$ cat src/rtl/raiv_map.svh
`ifndef RAIV_MAP_SVH
`define RAIV_MAP_SVH
// Function
// - ten interrupt sources plus reset, each with its own vector
// - request taken only when its enable and global enable are both one
// - vectors: reset 000, external_request_0 001 through comparator 00A
// - lowest vector address wins; reset first, then external request 0
// - reset pin low longer than 50 ns resets, even without clock
// - enabled watchdog expiry is a third reset source
// - reset returns registers to initial values; fetch starts at 000
// - start-up counter on watchdog oscillator: 256 fast, 16K slow
// - after power-on, core held until start-up time-out completes
// - on reset pin release, counter starts; core released after full time-out
// - holding reset pin low lengthens power-on reset; time-out starts on release
// - watchdog reset is one clock pulse; time-out starts at its fall
// - accepting clears global enable; return or software sets it again
// - persistent conditions set flag only on the event edge
// - vectoring clears the flag that caused the interrupt
// - writing one clears a flag; writing zero leaves it
// - flags set even while individual enable is zero and stay pending
// - pending flags serviced in priority order once global enable set
// - level-sensed external request has no latched flag
// - status register neither saved nor restored on entry or return
// - enables held in three 8-bit registers: general mask, timer mask and control

`define RAIV_NUM_SRC        10
`define RAIV_VEC_RESET      4'h0
`define RAIV_START_FAST     16'h0100
`define RAIV_START_SLOW     16'h4000
`define RAIV_PIN_MIN_NS     50
`define RAIV_CLK_NS         50

`define RAIV_ADDR_GMASK     8'h00
`define RAIV_ADDR_TMASK     8'h04
`define RAIV_ADDR_FLAGS     8'h08
`define RAIV_ADDR_CTRL      8'h0C
`define RAIV_ADDR_STAT      8'h10

`define RAIV_GM_EXT1        7
`define RAIV_GM_EXT0        6
`define RAIV_TM_T1OVF       7
`define RAIV_TM_T1CMP       6
`define RAIV_TM_T1CAP       3
`define RAIV_TM_T0OVF       1
`define RAIV_GMASK_RST      8'h00
`define RAIV_TMASK_RST      8'h00
`define RAIV_CTRL_RST       8'h00
`define RAIV_CTRL_UART_RX   0
`define RAIV_CTRL_UART_DRE  1
`define RAIV_CTRL_UART_TXC  2
`define RAIV_CTRL_CMP       3
`define RAIV_CTRL_LVL0      4
`define RAIV_CTRL_LVL1      5
`define RAIV_CTRL_GIE       7
`endif

$ cat src/rtl/raiv_pkg.sv
package raiv_pkg;
    typedef enum logic [1:0] {
        RAIV_HOLD = 2'b00,
        RAIV_COUNT = 2'b01,
        RAIV_RUN = 2'b10
    } raiv_rst_e;

    typedef struct packed {
        logic       req;
        logic [3:0] vec;
    } raiv_irq_s;

    typedef struct packed {
        logic [7:0] awaddr;
        logic       awvalid;
        logic [31:0] wdata;
        logic [3:0] wstrb;
        logic       wvalid;
        logic       bready;
        logic [7:0] araddr;
        logic       arvalid;
        logic       rready;
    } raiv_axi_req_s;
endpackage

$ cat src/rtl/raiv_ctrl.sv
// Chosen here: the address map and the AXI4-Lite interface to the registers.
`include "raiv_map.svh"
module raiv_ctrl #(
    parameter int unsigned START_FAST = 256,
    parameter int unsigned START_SLOW = 16384
) (
    input  wire logic        ref_clk,
    input  wire logic        rst,
    input  wire logic        por,
    input  wire logic        reset_pin_n,
    input  wire logic        wdt_osc_tick,
    input  wire logic        wdt_enable,
    input  wire logic        wdt_expire,
    input  wire logic        fast_start_fuse,
    input  wire logic [9:0]  src_event,
    input  wire logic        ext0_pin_low,
    input  wire logic        ext1_pin_low,
    input  wire logic        irq_ack,
    input  wire logic        return_from_interrupt,
    input  wire logic        s_awvalid,
    input  wire logic [7:0]  s_awaddr,
    input  wire logic        s_wvalid,
    input  wire logic [31:0] s_wdata,
    input  wire logic [3:0]  s_wstrb,
    input  wire logic        s_bready,
    input  wire logic        s_arvalid,
    input  wire logic [7:0]  s_araddr,
    input  wire logic        s_rready,
    output logic             s_awready,
    output logic             s_wready,
    output logic             s_bvalid,
    output logic [1:0]       s_bresp,
    output logic             s_arready,
    output logic             s_rvalid,
    output logic [31:0]      s_rdata,
    output logic [1:0]       s_rresp,
    output logic             core_reset,
    output logic             irq_req,
    output logic [3:0]       irq_vec,
    output logic             global_enable
);
    // source order by vector: ext0, ext1, t1cap, t1cmp, t1ovf, t0ovf, rx, dre, txc, cmp
    localparam int PIN_CYC = (`RAIV_PIN_MIN_NS + `RAIV_CLK_NS - 1) / `RAIV_CLK_NS;

    logic [1:0]  pin_sync_q;
    logic        pin_low_q;
    logic [1:0]  lvl_q;
    logic [9:0]  ev_sync1_q;
    logic [9:0]  ev_sync2_q;
    logic [9:0]  ev_prev_q;
    logic        rst_src;
    logic        wdt_pulse_q;
    raiv_pkg::raiv_rst_e rst_state_q;
    logic [14:0] start_cnt_q;
    logic [7:0]  gmask_q;
    logic [7:0]  tmask_q;
    logic [7:0]  ctrl_q;
    logic [9:0]  flag_q;
    logic [9:0]  enable_vec;
    logic [9:0]  pending;
    logic [9:0]  rise;
    logic [9:0]  sw_clear;
    logic [9:0]  ack_clear;
    logic        aw_have_q;
    logic        w_have_q;
    logic [7:0]  aw_addr_q;
    logic [31:0] w_data_q;
    logic [3:0]  w_strb_q;
    logic        do_write;
    logic        gie_q;
    logic [3:0]  win_idx;
    logic        win_any;
    logic [31:0] rd_word;
    logic        rd_ok;
    logic [14:0] start_len;

    // pin is sampled twice to cut metastability; a filter below needs PIN_CYC lows
    always_ff @(posedge ref_clk or posedge rst) begin
        if (rst) begin
            pin_sync_q <= 2'h3;
            ev_sync1_q <= 10'h000;
            ev_sync2_q <= 10'h000;
        end else begin
            pin_sync_q <= {pin_sync_q[0], reset_pin_n};
            ev_sync1_q <= src_event;
            ev_sync2_q <= ev_sync1_q;
        end
    end

    always_ff @(posedge ref_clk or posedge rst) begin
        if (rst) begin
            lvl_q <= 2'h0;
        end else begin
            lvl_q <= {ext1_pin_low, ext0_pin_low};
        end
    end

    // the pin also acts asynchronously via rst at chip level, so stopped clock still resets
    always_ff @(posedge ref_clk or posedge rst) begin
        if (rst) begin
            pin_low_q <= 1'b1;
        end else begin
            pin_low_q <= ~pin_sync_q[1] && (PIN_CYC <= 1 || ~pin_sync_q[0]);
        end
    end

    always_ff @(posedge ref_clk or posedge rst) begin
        if (rst) begin
            wdt_pulse_q <= 1'b0;
        end else begin
            wdt_pulse_q <= wdt_enable && wdt_expire && !wdt_pulse_q;
        end
    end

    assign rst_src = por || pin_low_q || wdt_pulse_q;
    assign start_len = fast_start_fuse ? 15'(START_FAST - 1) : 15'(START_SLOW - 1);

    always_ff @(posedge ref_clk or posedge rst) begin
        if (rst) begin
            rst_state_q <= raiv_pkg::RAIV_HOLD;
            start_cnt_q <= 15'h0000;
            core_reset  <= 1'b1;
        end else if (rst_src) begin
            rst_state_q <= raiv_pkg::RAIV_HOLD;
            start_cnt_q <= 15'h0000;
            core_reset  <= 1'b1;
        end else begin
            unique case (rst_state_q)
                raiv_pkg::RAIV_HOLD: begin
                    rst_state_q <= raiv_pkg::RAIV_COUNT;
                end
                raiv_pkg::RAIV_COUNT: begin
                    if (wdt_osc_tick) begin
                        if (start_cnt_q == start_len) begin
                            rst_state_q <= raiv_pkg::RAIV_RUN;
                            core_reset  <= 1'b0;
                        end else begin
                            start_cnt_q <= start_cnt_q + 15'h0001;
                        end
                    end
                end
                raiv_pkg::RAIV_RUN: begin
                    core_reset <= 1'b0;
                end
                default: begin
                    rst_state_q <= raiv_pkg::RAIV_HOLD;
                end
            endcase
        end
    end

    assign enable_vec = {ctrl_q[`RAIV_CTRL_CMP], ctrl_q[`RAIV_CTRL_UART_TXC],
                         ctrl_q[`RAIV_CTRL_UART_DRE], ctrl_q[`RAIV_CTRL_UART_RX],
                         tmask_q[`RAIV_TM_T0OVF], tmask_q[`RAIV_TM_T1OVF],
                         tmask_q[`RAIV_TM_T1CMP], tmask_q[`RAIV_TM_T1CAP],
                         gmask_q[`RAIV_GM_EXT1], gmask_q[`RAIV_GM_EXT0]};

    assign rise = ev_sync2_q & ~ev_prev_q;
    assign do_write = aw_have_q && w_have_q && !s_bvalid;
    assign sw_clear = (do_write && aw_addr_q == `RAIV_ADDR_FLAGS && w_strb_q[0] && w_strb_q[1])
                      ? w_data_q[9:0] : 10'h000;

    genvar gi;
    generate
        for (gi = 0; gi < `RAIV_NUM_SRC; gi++) begin : g_src
            assign ack_clear[gi] = irq_ack && irq_vec == 4'(gi + 1);
        end
    endgenerate

    always_ff @(posedge ref_clk or posedge rst) begin
        if (rst) begin
            ev_prev_q <= 10'h000;
            flag_q    <= 10'h000;
        end else begin
            ev_prev_q <= ev_sync2_q;
            // new event beats a same-cycle clear; flags latch regardless of enables
            flag_q <= rst_src ? 10'h000 : (rise | (flag_q & ~sw_clear & ~ack_clear));
        end
    end

    // level mode bypasses the flag; the bit only follows the pin
    assign pending = {flag_q[9:2],
                      ctrl_q[`RAIV_CTRL_LVL1] ? lvl_q[1] : flag_q[1],
                      ctrl_q[`RAIV_CTRL_LVL0] ? lvl_q[0] : flag_q[0]} & enable_vec;

    always_comb begin
        win_idx = 4'h0;
        win_any = 1'b0;
        for (int i = `RAIV_NUM_SRC - 1; i >= 0; i--) begin
            if (pending[i]) begin
                win_idx = 4'(i + 1);
                win_any = 1'b1;
            end
        end
    end

    always_ff @(posedge ref_clk or posedge rst) begin
        if (rst) begin
            irq_req <= 1'b0;
            irq_vec <= `RAIV_VEC_RESET;
        end else begin
            irq_req <= win_any && gie_q && !core_reset && !irq_ack;
            irq_vec <= win_any ? win_idx : `RAIV_VEC_RESET;
        end
    end

    // only the enable bit moves on entry and return; other status stays with software
    always_ff @(posedge ref_clk or posedge rst) begin
        if (rst) begin
            gie_q <= 1'b0;
        end else if (rst_src) begin
            gie_q <= 1'b0;
        end else if (irq_ack) begin
            gie_q <= 1'b0;
        end else if (return_from_interrupt) begin
            gie_q <= 1'b1;
        end else if (do_write && aw_addr_q == `RAIV_ADDR_CTRL && w_strb_q[0]) begin
            gie_q <= w_data_q[`RAIV_CTRL_GIE];
        end
    end

    // mirror of the enable, same cycle, so the core never sees a stale copy
    always_ff @(posedge ref_clk or posedge rst) begin
        if (rst) begin
            global_enable <= 1'b0;
        end else if (rst_src) begin
            global_enable <= 1'b0;
        end else if (irq_ack) begin
            global_enable <= 1'b0;
        end else if (return_from_interrupt) begin
            global_enable <= 1'b1;
        end else if (do_write && aw_addr_q == `RAIV_ADDR_CTRL && w_strb_q[0]) begin
            global_enable <= w_data_q[`RAIV_CTRL_GIE];
        end
    end

    always_ff @(posedge ref_clk or posedge rst) begin
        if (rst) begin
            gmask_q <= `RAIV_GMASK_RST;
            tmask_q <= `RAIV_TMASK_RST;
            ctrl_q  <= `RAIV_CTRL_RST;
        end else if (rst_src) begin
            gmask_q <= `RAIV_GMASK_RST;
            tmask_q <= `RAIV_TMASK_RST;
            ctrl_q  <= `RAIV_CTRL_RST;
        end else if (do_write && w_strb_q[0]) begin
            if (aw_addr_q == `RAIV_ADDR_GMASK) begin
                gmask_q <= w_data_q[7:0] & 8'hC0;
            end
            if (aw_addr_q == `RAIV_ADDR_TMASK) begin
                tmask_q <= w_data_q[7:0] & 8'hCA;
            end
            if (aw_addr_q == `RAIV_ADDR_CTRL) begin
                ctrl_q <= w_data_q[7:0] & 8'h3F;
            end
        end
    end

    always_ff @(posedge ref_clk or posedge rst) begin
        if (rst) begin
            aw_have_q <= 1'b0;
            w_have_q  <= 1'b0;
            aw_addr_q <= 8'h00;
            w_data_q  <= 32'h00000000;
            w_strb_q  <= 4'h0;
            s_bvalid  <= 1'b0;
        end else begin
            if (s_awvalid && s_awready) begin
                aw_have_q <= 1'b1;
                aw_addr_q <= {s_awaddr[7:2], 2'b00};
            end
            if (s_wvalid && s_wready) begin
                w_have_q <= 1'b1;
                w_data_q <= s_wdata;
                w_strb_q <= s_wstrb;
            end
            if (do_write) begin
                s_bvalid  <= 1'b1;
                aw_have_q <= 1'b0;
                w_have_q  <= 1'b0;
            end else if (s_bvalid && s_bready) begin
                s_bvalid <= 1'b0;
            end
        end
    end

    assign s_awready = !aw_have_q && !s_bvalid;
    assign s_wready  = !w_have_q && !s_bvalid;
    assign s_bresp   = 2'b00;
    assign s_rresp   = 2'b00;

    always_comb begin
        rd_word = 32'h00000000;
        rd_ok   = 1'b1;
        unique case ({s_araddr[7:2], 2'b00})
            `RAIV_ADDR_GMASK: rd_word = {24'h000000, gmask_q};
            `RAIV_ADDR_TMASK: rd_word = {24'h000000, tmask_q};
            `RAIV_ADDR_FLAGS: rd_word = {22'h000000, flag_q};
            `RAIV_ADDR_CTRL:  rd_word = {24'h000000, gie_q, 1'b0, ctrl_q[5:0]};
            `RAIV_ADDR_STAT:  rd_word = {22'h000000, core_reset, 1'b0, rst_state_q, 2'b00, irq_vec};
            default:          rd_ok   = 1'b0;
        endcase
    end

    // unmapped reads return zero with OKAY; this block has no fault cases to signal
    always_ff @(posedge ref_clk or posedge rst) begin
        if (rst) begin
            s_arready <= 1'b0;
            s_rvalid  <= 1'b0;
            s_rdata   <= 32'h00000000;
        end else begin
            s_arready <= 1'b0;
            if (s_arvalid && !s_rvalid && !s_arready) begin
                s_arready <= 1'b1;
                s_rvalid  <= 1'b1;
                s_rdata   <= rd_ok ? rd_word : 32'h00000000;
            end else if (s_rvalid && s_rready) begin
                s_rvalid <= 1'b0;
            end
        end
    end
endmodule

$ cat config.mk
export PLATFORM = sky130hd
export DESIGN_NAME = raiv_ctrl
export DESIGN_NICKNAME = d
export VERILOG_FILES = /design/src/rtl/raiv_pkg.sv /design/src/rtl/raiv_ctrl.sv
export VERILOG_INCLUDE_DIRS = /design/src /design/src/rtl
export SDC_FILE = /design/constraint.sdc
export NUM_CORES = 1
export LEC_CHECK = 0
export BUFFER_PORTS_ARGS = -buffer_cell sky130_fd_sc_hd__buf_2
export CORE_MARGIN = 4
export CORE_UTILIZATION = 30
export CTS_CLUSTER_DIAMETER = 150
export DETAILED_ROUTE_END_ITERATION = 10
export HOLD_SLACK_MARGIN = 0.1
export SLEW_MARGIN = 20
export SYNTH_ARGS = -nofsm -noshare
export SYNTH_HDL_FRONTEND = slang
export SYNTH_SLANG_ARGS = --single-unit
$ cat constraint.sdc
create_clock -name ref_clk -period 5.58 [get_ports ref_clk]
set_clock_uncertainty 0.05 [all_clocks]
set_input_delay 1.674 -clock ref_clk [delete_from_list [all_inputs] [get_ports ref_clk]]
set_output_delay 1.674 -clock ref_clk [all_outputs]
set_load 0.01 [all_outputs]
Word level (Yosys, flattened, before mapping)
Index checks and enable logic that the tools add are counted. W data, S select, Z words.

Bits in registers: 147. Logic and storage cells: 186. Input bits: 79. Output and inout port bits: 48.

Reductions and logical operators: 63. Eq/ne operators: 24. $add $sub $neg: 1. Multiplexer cells: 63. Bitwise operators: 9.

Operators by type and width (number): $mux W15 (4); $pmux W10 S5 (1); $mux W8 (6); $mux W4 (11); $and A10 B10 Y10 (4); $mux W32 (1); $logic_and A1 B1 Y1 (31); $not A10 Y10 (3); $mux W1 (29); $eq A6 B2 Y1 const B (4); $mux W10 (2); $reduce_bool A2 Y1 (10); $mux W6 (3); $eq A4 B3 Y1 const B (4); $add A15 B1 Y15 const B (1); $eq A15 B14 Y1 (1); $mux W14 (1); $eq A4 B4 Y1 const B (3); $eq A6 B1 Y1 const B (2); $or A10 B10 Y10 (1); $reduce_and A3 Y1 (3); $eq A4 B2 Y1 const B (2); $logic_not A1 Y1 (8); $logic_not A8 Y1 (1); other kinds (17) (24).

Longest topological paths before layout
Gate-level depths: netlist of the first run.

Depth after elaboration: 15. Mapped depth: 7. Gate-level depth less buffers: 6.

Worst setup path after synthesis of the first run
OpenSTA, ideal clock, no wires.

Path type: input to register. From: input port s_araddr[7]. To: register s_rdata[1]. Data required time: 5.464 ns. Arrival: 2.957 ns. Path buffers: 1. Library setup time: 0.066 ns. Stages: 5. Setup slack: 2.507 ns. Cell sequence: or3_1 > or3b_2 > clkbuf_1 > o211ai_1 > a22o_1.

Longest elaborated chain between the ends: 4. Elaborated cells between the ends (all ways): 9. Those cells by class: 4 x eq/ne; 3 x mux; 2 x reduce/logical.

Ends and longest elaborated chain: start: declaration (RTL line raiv_ctrl.sv:27) `input wire logic [7:0] s_araddr,`; $eq A6 B3 Y1, or another cell as far along (RTL line raiv_ctrl.sv:295) `unique case ({s_araddr[7:2], 2'b00})`; $reduce_or A5 Y1 (no line); $mux W1 (RTL line raiv_ctrl.sv:295); $mux W32 (*) (RTL line raiv_ctrl.sv:316) `s_rdata <= rd_ok ? rd_word : 32'h00000000;`; end signal: assignment (RTL line raiv_ctrl.sv:316); end: declaration (RTL line raiv_ctrl.sv:35) `output logic [31:0] s_rdata,`.

Mark *: on every way between the ends. The rest lies on a longest branch, timed or not. A chain may end at the register's enable or synchronous reset.

Worst setup path after layout of the first run
Ends and elaborated chain as after synthesis.

==> out/qor.yml, run 1 <==
status:
  status: "finished clean"
global_route:
  grt-ovfl-total: 0
  grt_pass1_vias: 3572
  grt_usage: 0.1264
  grt_pass1_wl_um: 18110
  antenna_found_initial: 0
  grt_start_max_net_pins: 88
drt:
  drt_iter0_drc: 216
  drc: 0
  via_count: 3480
  wl_per_cell_um: 14.91
  final_antenna_net_count: 0
  viasPerCell: 4.684
  routed_wl_um: 11080
  drt_first_pass_iters: 4
timing:
  fmax_mhz: 342.0
  slew_viol_final: 0
  setup_violations: 0
  rsz0062_at_grt: "false"
  final_hold_viol_count: 0
  worst_slew_pin_slew_ps: 1009
  setup_tns_ps: 0
  fin_crit_ps: 2924
  max_slew_margin: 0.3272
  layout_worst_path_cycle_share: 0.5240
worst_setup_path:
  arrival_ps: 3220
  cp_max_fo: 5
  end_kind: "flip-flop"
  cp_cell_sequence: "buf_2, or4_1, nor3b_2, a22oi_1, o211ai_1, a22o_1"
  crit_buf_inv: 1
  critical_path_class: "input pin to flip-flop"
  critPathMaxStageDelay_ps: 650
  cp_top_family: "simple AND/OR/NAND/NOR gates"
  cp.required_ps: 5880
  slowest_stage: "or4_1"
  startpoint_type: "input pin"
synthesis:
  ys.flop_type: "dfrtp_1"
  syn_inst: 433
  syn_avg_cell_area_um2: 11.60
  synth_edf_count: 0
  syn-cell-area_mm2: 0.005025
  synth_cell_types: 62
  ys_seq_elements: 115
  yosys_warnings: 0
  yosysSeqAreaShare: 0.5737
  async_flop_share: 1.000
placed_design:
  dpl.hpwl_um: 8152
  gp_congestion: 0.8420
  io_buffers: 72
  placed_cell_area_mm2: 0.005519
power_and_ir_drop:
  p_per_area_mw_per_mm2: 391.2
  leakagePower_nw: 2.811
  power.total_mw: 2.410
  peakVddDrop_mv: 0.2473
floorplan:
  dieArea_mm2: 0.01888
  num_rows: 47
  core-area_mm2: 0.01652
  die_w_um: 137.4
  die_h_um: 137.4
  io_pins: 127
  start_util: 0.3041
cts:
  clock_sinks: 115
  clkSlewWorstSetupHoldPaths_ps: 60
  tritoncts: "built"
  cts-htree-levels: 4
  clk_latency_ps: 420
  holdBufCountCts: 0
  root_buffer: "clkbuf_16"
  cts_buffer_depth: 2
  post_cts.repair.setup_buffers: 0
  cts.repair.resized: 0
  numCtsBuffers: 17
final_layout:
  final_area_mm2: 0.006161
  drive_above_1_share: 0.2849
  area_growth_pct: 22.61
  diodes: 0
  nets: 590
hold_path:
  worstHoldPathType: "flip-flop to flip-flop"
flow_run:
  maxCapViolations: 0
==> per-stage QoR <==
| step | hold WS [ps] | std cells | setup slack [ps] | util |
|---|---|---|---|---|
| 6_report | 295.9 | 743 | 2656 | 0.3728 |
| 5_1_grt | 303.6 | 743 | 2571 | 0.3728 |
| 4_1_cts | 297.3 | 743 | 2697 | 0.3727 |
| 3_5_place_dp | 284.7 | 711 | 2267 | 0.3340 |
| 3_3_place_gp | 284.9 | 711 | 2307 | 0.3340 |
| 2_1_floorplan | 281.2 | 458 | 818.6 | - |
==> final cells by class <==
cell class	count	area (µm²)
Sequential cell	115	2883
Fill cell	1612	10360
Inverter	21	83.83
Multi-Input combinational cell	281	1904
Clock inverter	14	200.2
Clock buffer	18	439.2
Timing Repair Buffer	74	375.4
Tap cell	220	275.3
==> cells by family after synthesis <==
logic type,Yosys count,synth area share
flip-flops,115,0.5737
multiplexers,35,0.07495
other,1,0.0007463
adder cells (fa/ha/maj),1,0.002490
AND/OR/NAND/NOR,118,0.1275
XOR/XNOR,8,0.01394
buffers and inverters,62,0.06698
AO/OA/AOI/OAI,93,0.1397
==> placed cells by master (no fill, tap or decap), types with 3 or more instances in the layout <==
cell and n:
dfrtp_1 111, buf_2 72, nand2_1 34, conb_1 26, nor2_1 25, mux2_2 21, inv_1 20, a21oi_1 19
clkbuf_16 17, mux2i_1 14, nand3_1 13, o21ai_0 12, a31o_1 11, o211ai_1 10, nand3b_1 6, nor3_1 6
xor2_1 6, a22o_1 6, or3_1 5, inv_6 5, a21o_1 4, nand4_1 4, o31ai_1 4, clkinv_4 4
bufinv_16 4, dfstp_2 4, and2_1 3, a22oi_1 3, a32o_1 3
==> layer usage <==
metal / track usage / up-vias / wire length [µm]
li1: - / 1666 / -
met1: 0.1664 / 1688 / 5006
met2: 0.1860 / 111 / 5054
met3: 0.04492 / 15 / 805
met4: 0.05820 / 0 / 210
met5: 0 / - / 0
==> final timing paths <==
check | cells past startpoint | from | slack (ps) | to
max reg2reg | 5 | aw_addr_q[5]$_DFFE_PP0P_ | 3420 | flag_q[3]$_DFF_PP0_
max in group asynchronous | 3 | rst | 3260 | tmask_q[7]$_DFFE_PP0P_
min reg2reg | 0 | ev_sync1_q[7]$_DFF_PP0_ | 300 | ev_sync2_q[7]$_DFF_PP0_
min in group asynchronous | 2 | rst | 1330 | wdt_pulse_q$_DFF_PP0_
max | 6 | s_araddr[7] | 2660 | s_rdata[1]$_DFFE_PP0P_
min | 0 | ev_sync1_q[7]$_DFF_PP0_ | 300 | ev_sync2_q[7]$_DFF_PP0_
==> report_power, final <==
part	internal (mW)	total, mW	leakage [nW]	switching, mW
Sequential	0.934	1.02	1.47	0.0827
Combinational	0.120	0.238	1.03	0.118
Clock	0.764	1.16	0.316	0.391
==> registers in the layout (all words and copies together) (netlist names), 4 cells and up <==
name	cells
ev_prev_q	10
w_data_q	10
ev_sync1_q	10
ctrl_q	6
tmask_q	4
start_cnt_q	15
flag_q	10
ev_sync2_q	10
aw_addr_q	6
s_rdata	10
irq_vec	4
==> worst reg2reg max path: stages, from the launching register on <==
cell and delay (ps):
dfrtp_1 370, or4b_1 550, nor3_2 270, and4b_1 480
a21oi_1 130, a31o_1 190
==> cell usage after synthesis (3+ instances only) <==
| master | count | area share |
|---|---|---|
| a21o_1 | 4 | 0.0060 |
| a21oi_1 | 19 | 0.019 |
| a22o_1 | 6 | 0.010 |
| a22oi_1 | 3 | 0.0045 |
| a31o_1 | 11 | 0.019 |
| a32o_1 | 3 | 0.0060 |
| and2_1 | 3 | 0.0037 |
| buf_4 | 27 | 0.040 |
| clkbuf_1 | 12 | 0.0090 |
| dfrtp_1 | 111 | 0.55 |
| dfstp_2 | 4 | 0.021 |
| inv_1 | 21 | 0.016 |
| mux2_2 | 21 | 0.047 |
| mux2i_1 | 14 | 0.028 |
| nand2_1 | 34 | 0.025 |
| nand3_1 | 13 | 0.013 |
| nand3b_1 | 6 | 0.0090 |
| nand4_1 | 4 | 0.0050 |
| nor2_1 | 25 | 0.019 |
| nor3_1 | 7 | 0.0070 |
| o211ai_1 | 10 | 0.015 |
| o21ai_0 | 12 | 0.012 |
| o31ai_1 | 4 | 0.0060 |
| or3_1 | 5 | 0.0062 |
| xor2_1 | 6 | 0.010 |
No activity file was read; power rests on OpenSTA's default activity.
==> inputs of run 2 (changes only) <==
Clock period 5.58 ns to 2.9 ns, I/O delays scaled along.
==> run 2 against run 1 <==
  * Total power up 87%
  * Critical path type is now flip-flop to flip-flop
  * Critical endpoint is now flag_q[5]$_DFF_PP0_
  * Largest power group unchanged
  * Combinational power grew 99%
  * Via count is 1.0% higher
==> out/qor.yml, run 2 (same netlist as run 1, synthesis figures left out) <==
status:
  status: "finished clean"
power_and_ir_drop:
  peakVddDrop_mv: 0.5558
  p_per_area_mw_per_mm2: 732.2
  leakagePower_nw: 2.795
worst_setup_path:
  r2r-end: "flag_q[5]$_DFF_PP0_"
  startpoint_type: "flip-flop"
  cp.required_ps: 3150
  r2r_start: "aw_addr_q[5]$_DFFE_PP0P_"
  critical_path_class: "flip-flop to flip-flop"
  rrSetupSlack_ps: 730
  end_kind: "flip-flop"
  cp_max_fo: 10
  arrival_ps: 2420
  r2r_cells: 5
final_layout:
  nets: 594
  drive_above_1_share: 0.2838
  regArea_mm2: 0.002883
  top_register: "start_cnt_q"
  multi_input_area_mm2: 0.001904
  fillers: 1609
  largest_register_ffs: 15
  area_growth_pct: 22.53
  fin_cells: 746
  final_area_mm2: 0.006157
  layout_commonest_cell: "dfrtp_1"
  final_cell_mix: "dfrtp_1, buf_2, nand2_1"
placed_design:
  gp_congestion: 0.8341
  placed_cells: 715
  io_buffers: 72
  dpl.hpwl_um: 8383
  placed_cell_area_mm2: 0.005563
timing:
  setup_tns_ps: 0
  worst_slew_pin_slew_ps: 544.0
  rsz0062_at_grt: "false"
  slew_viol_final: 0
  layout_worst_path_cycle_share: 0.7468
  final_hold_viol_count: 0
  fmax_mhz: 461.7
  fin_crit_ps: 2166
  max_slew_margin: 0.6362
  setup_violations: 0
cts:
  tritoncts: "built"
  numCtsBuffers: 17
  holdBufCountCts: 0
  clk_latency_ps: 410
  cts_buffer_depth: 2
  clkSlewWorstSetupHoldPaths_ps: 50
  cts.repair.resized: 0
  root_buffer: "clkbuf_16"
  cts-htree-levels: 4
  clock_sinks: 115
  post_cts.repair.setup_buffers: 0
floorplan:
  die_w_um: 137.4
  core-area_mm2: 0.01652
  start_util: 0.3041
  io_pins: 127
  die_h_um: 137.4
  dieArea_mm2: 0.01888
  num_rows: 47
hold_path:
  hp-start: "ev_sync1_q[0]$_DFF_PP0_"
  holdPathEnd: "ev_sync2_q[0]$_DFF_PP0_"
  worstHoldPathType: "flip-flop to flip-flop"
  hold_path_depth: 0
global_route:
  antenna_found_initial: 1
  grt_pass1_wl_um: 18700
  grt_usage: 0.1296
  grt-ovfl-total: 0
  grt_start_max_net_pins: 75
  grt_pass1_vias: 3646
drt:
  viasPerCell: 4.713
  drt_first_pass_iters: 6
  final_antenna_net_count: 0
  drc: 0
  routed_wl_um: 11390
  drt_iter0_drc: 215
  via_count: 3516
  wl_per_cell_um: 15.27
flow_run:
  maxCapViolations: 0
==> run 2: layer usage <==
metal	up-vias	share of wire	wire, µm	GRT usage
li1	1672	-	-	-
met2	137	0.46	5225	0.1966
met4	0	0.022	247	0.06153
met3	21	0.077	874	0.04164
met5	-	0	0	0
met1	1686	0.44	5043	0.1678
==> run 2: stage by stage <==
| stage | hold slack, ps | utilization | worst slack [ps] | power (mW) |
|---|---|---|---|---|
| 4_1_cts | 297.5 | 0.3725 | 684.4 | 4.561 |
| 5_1_grt | 304.2 | 0.3726 | 575.8 | 4.720 |
| 6_report | 293.9 | 0.3726 | 734.2 | 4.509 |
| 2_1_floorplan | 281.2 | - | 583.9 | 2.296 |
| 3_5_place_dp | 285.5 | 0.3366 | 407.1 | 2.466 |
| 3_3_place_gp | 286.1 | 0.3366 | 428.0 | 2.438 |
==> run 2: how the worst max path moves through the flow <==
stage	from	to	slack, ps	depth (start not counted)
final	aw_addr_q[5]$_DFFE_PP0P_	flag_q[5]$_DFF_PP0_	730	5
after floorplan	rst	aw_addr_q[2]$_DFFE_PP0P_	580	1
after global placement	s_araddr[7]	s_rdata[1]$_DFFE_PP0P_	430	6
after CTS	aw_addr_q[5]$_DFFE_PP0P_	flag_q[1]$_DFF_PP0_	680	5
after detailed placement	s_araddr[7]	s_rdata[1]$_DFFE_PP0P_	410	6
after global routing	aw_addr_q[4]$_DFFE_PP0P_	flag_q[1]$_DFF_PP0_	580	5
==> run 2: critical path, stage by stage, from the launching register on <==
cell	delay, ps
dfrtp_1	360
or4b_1	540
nor3_2	280
and4b_1	480
a21oi_1	150
a31o_1	200
==> run 2: cell type report <==
cell class                 count  area share
inverter                      21     0.01341
sequential                   115      0.4682
antenna                        1   0.0004064
timing repair buffer          78     0.06787
multi-input combinational    281      0.3093
tap                          220     0.04471
clock buffer                  21     0.07478
clock inverter                 9     0.02134
==> run 2: power breakdown <==
part           switching [mW]  leakage [nW]  internal, mW
Combinational           0.231          1.05         0.242
Sequential              0.163          1.47          1.80
Clock                   0.694         0.281          1.38
==> inputs of run 3 (changes only) <==
Clock period 2.9 ns to 1.9 ns, I/O delays scaled along.
==> run 3 against run 2 <==
  * The run now ends with negative setup slack left
  * First-iteration DRC count rose by 14%
  * Via count rose by 5.4%
  * Sequential power rose by 54%
  * Hold slack got worse by 93 ps
  * Flip-flop and latch count did not move
  * Final cell count rose by 5.5%
  * Sequential share of layout area fell by 3.4 points
  * Count of clock-buffer cells in the layout fell by 3
==> out/qor.yml, run 3 (same netlist as run 1, synthesis figures left out) <==
status:
  status: "finished, violations left"
  violations: "negative setup slack"
hold_path:
  worstHoldPathType: "input pin to flip-flop"
global_route:
  grt_pass1_vias: 3830
  grt-ovfl-total: 0
  grt_usage: 0.1322
  grt_pass1_wl_um: 19120
  antenna_found_initial: 1
  grt_start_max_net_pins: 66
placed_design:
  dpl.hpwl_um: 8758
  io_buffers: 72
  gp_congestion: 0.8513
  placed_cells: 747
worst_setup_path:
  r2r-end: "start_cnt_q[11]$_DFFE_PP0P_"
  cp.required_ps: 2150
  arrival_ps: 2170
  startpoint_type: "flip-flop"
  critical_path_class: "flip-flop to flip-flop"
  critPathMaxStageDelay_ps: 580
  cp_cell_sequence: "or4b_4, o32a_4, o31ai_4, xor2_1, nor2_1"
  rrSetupSlack_ps: -20
  endpoint: "start_cnt_q[11]$_DFFE_PP0P_"
  cp_top_family: "simple AND/OR/NAND/NOR gates"
  cp_max_fo: 7
  end_kind: "flip-flop"
  timing.critical_path.from: "start_cnt_q[10]$_DFFE_PP0P_"
  r2r_start: "start_cnt_q[10]$_DFFE_PP0P_"
  crit_cells: 5
  r2r_cells: 5
  slowest_stage: "or4b_4"
  crit_buf_inv: 0
power_and_ir_drop:
  p_per_area_mw_per_mm2: 1041
  leakagePower_nw: 3.043
  peakVddDrop_mv: 0.8975
drt:
  drc: 0
  drt_iter0_drc: 246
  routed_wl_um: 11880
  via_count: 3706
  drt_first_pass_iters: 4
  final_antenna_net_count: 0
  wl_per_cell_um: 15.09
  viasPerCell: 4.709
final_layout:
  drive_above_1_share: 0.3563
  nets: 634
  largest_register_ffs: 15
  multi_input_area_mm2: 0.002047
  utilization: 0.4014
  area_growth_pct: 32.00
  final_cell_mix: "dfrtp_1, buf_2, buf_4"
  fin_cells: 787
  diodes: 0
  regArea_mm2: 0.002883
  fillers: 1583
  layout_commonest_cell: "dfrtp_1"
  top_register: "start_cnt_q"
timing:
  worst_slew_pin_slew_ps: 517.6
  fmax_mhz: 520.8
  setup_violations: 4
  worst_slack_ps: -20.17
  final_hold_viol_count: 0
  fin_crit_ps: 1920
  slew_viol_final: 0
  layout_worst_path_cycle_share: 1.011
  max_slew_margin: 0.6460
  rsz0062_at_grt: "true"
cts:
  numCtsBuffers: 17
  clkSlewWorstSetupHoldPaths_ps: 50
  root_buffer: "clkbuf_16"
  clk_latency_ps: 420
  tritoncts: "built"
  clock_sinks: 115
  cts-htree-levels: 4
  cts_buffer_depth: 2
flow_run:
  maxCapViolations: 0
floorplan:
  die_w_um: 137.4
  core-area_mm2: 0.01652
  die_h_um: 137.4
  num_rows: 47
  dieArea_mm2: 0.01888
  io_pins: 127
  start_util: 0.3041
run 3: cell types whose count changed in the layout (fill, tap and decap cells not counted), sizes merged, moves of 3 or more:
cell and change:
inv +3, clkinv +3, buf +39, clkbuf -3
run 3: stage by stage:
step | TNS (ps) | instance area (µm²) | total power, mW | hold slack, ps | setup WS, ps
after CTS | -325.8 | 6496 | 6.993 | 179.7 | -44.40
after detailed placement | -4942 | 5868 | 3.836 | 284.7 | -222.1
after global routing | -2370 | 6633 | 7.232 | 183.0 | -124.8
after floorplan | -12910 | 5160 | 3.507 | 281.2 | -116.1
final | -45.66 | 6633 | 6.902 | 201.3 | -20.17
after global placement | -3377 | 5868 | 3.779 | 285.5 | -188.0
run 3: power breakdown:
part | total [mW] | internal [mW] | switching [mW]
registers | 3.01 | 2.74 | 0.269
logic | 0.808 | 0.427 | 0.381
clock network | 3.08 | 1.94 | 1.14
total | 6.90 | 5.11 | 1.79
run 3: metal layers:
layer,up-vias,GRT usage,routed length [µm]
met3,27,0.04821,931
li1,1754,-,-
met1,1782,0.1695,5331
met2,141,0.1990,5300
met4,2,0.06098,299
met5,-,0,13
run 3: worst min path at each step:
stage,from,slack (ps),cells past startpoint,endpoint
2_1_floorplan,ev_sync1_q[0]$_DFF_PP0_,280,0,ev_sync2_q[0]$_DFF_PP0_
3_3_place_gp,ev_sync1_q[0]$_DFF_PP0_,290,0,ev_sync2_q[0]$_DFF_PP0_
5_1_grt,reset_pin_n,180,1,pin_sync_q[0]$_DFF_PP1_
3_5_place_dp,ev_sync1_q[3]$_DFF_PP0_,280,0,ev_sync2_q[3]$_DFF_PP0_
6_report,reset_pin_n,200,1,pin_sync_q[0]$_DFF_PP1_
4_1_cts,reset_pin_n,180,1,pin_sync_q[0]$_DFF_PP1_
run 3: layout make-up:
cell class | count | share of cell area
Tap cell | 220 | 0.04150
Clock inverter | 14 | 0.02320
Timing Repair Buffer | 118 | 0.1149
Inverter | 21 | 0.01245
Multi-Input combinational cell | 281 | 0.3086
Clock buffer | 18 | 0.06470
Sequential cell | 115 | 0.4346
run 3: repair_timing:
action,4_1_cts,5_1_grt
gates resized for setup,5,15
setup buffers,1,6
hold endpoints to repair,8,0
setup endpoints to repair,27,38
hold buffers,1,0
pin swaps,3,9
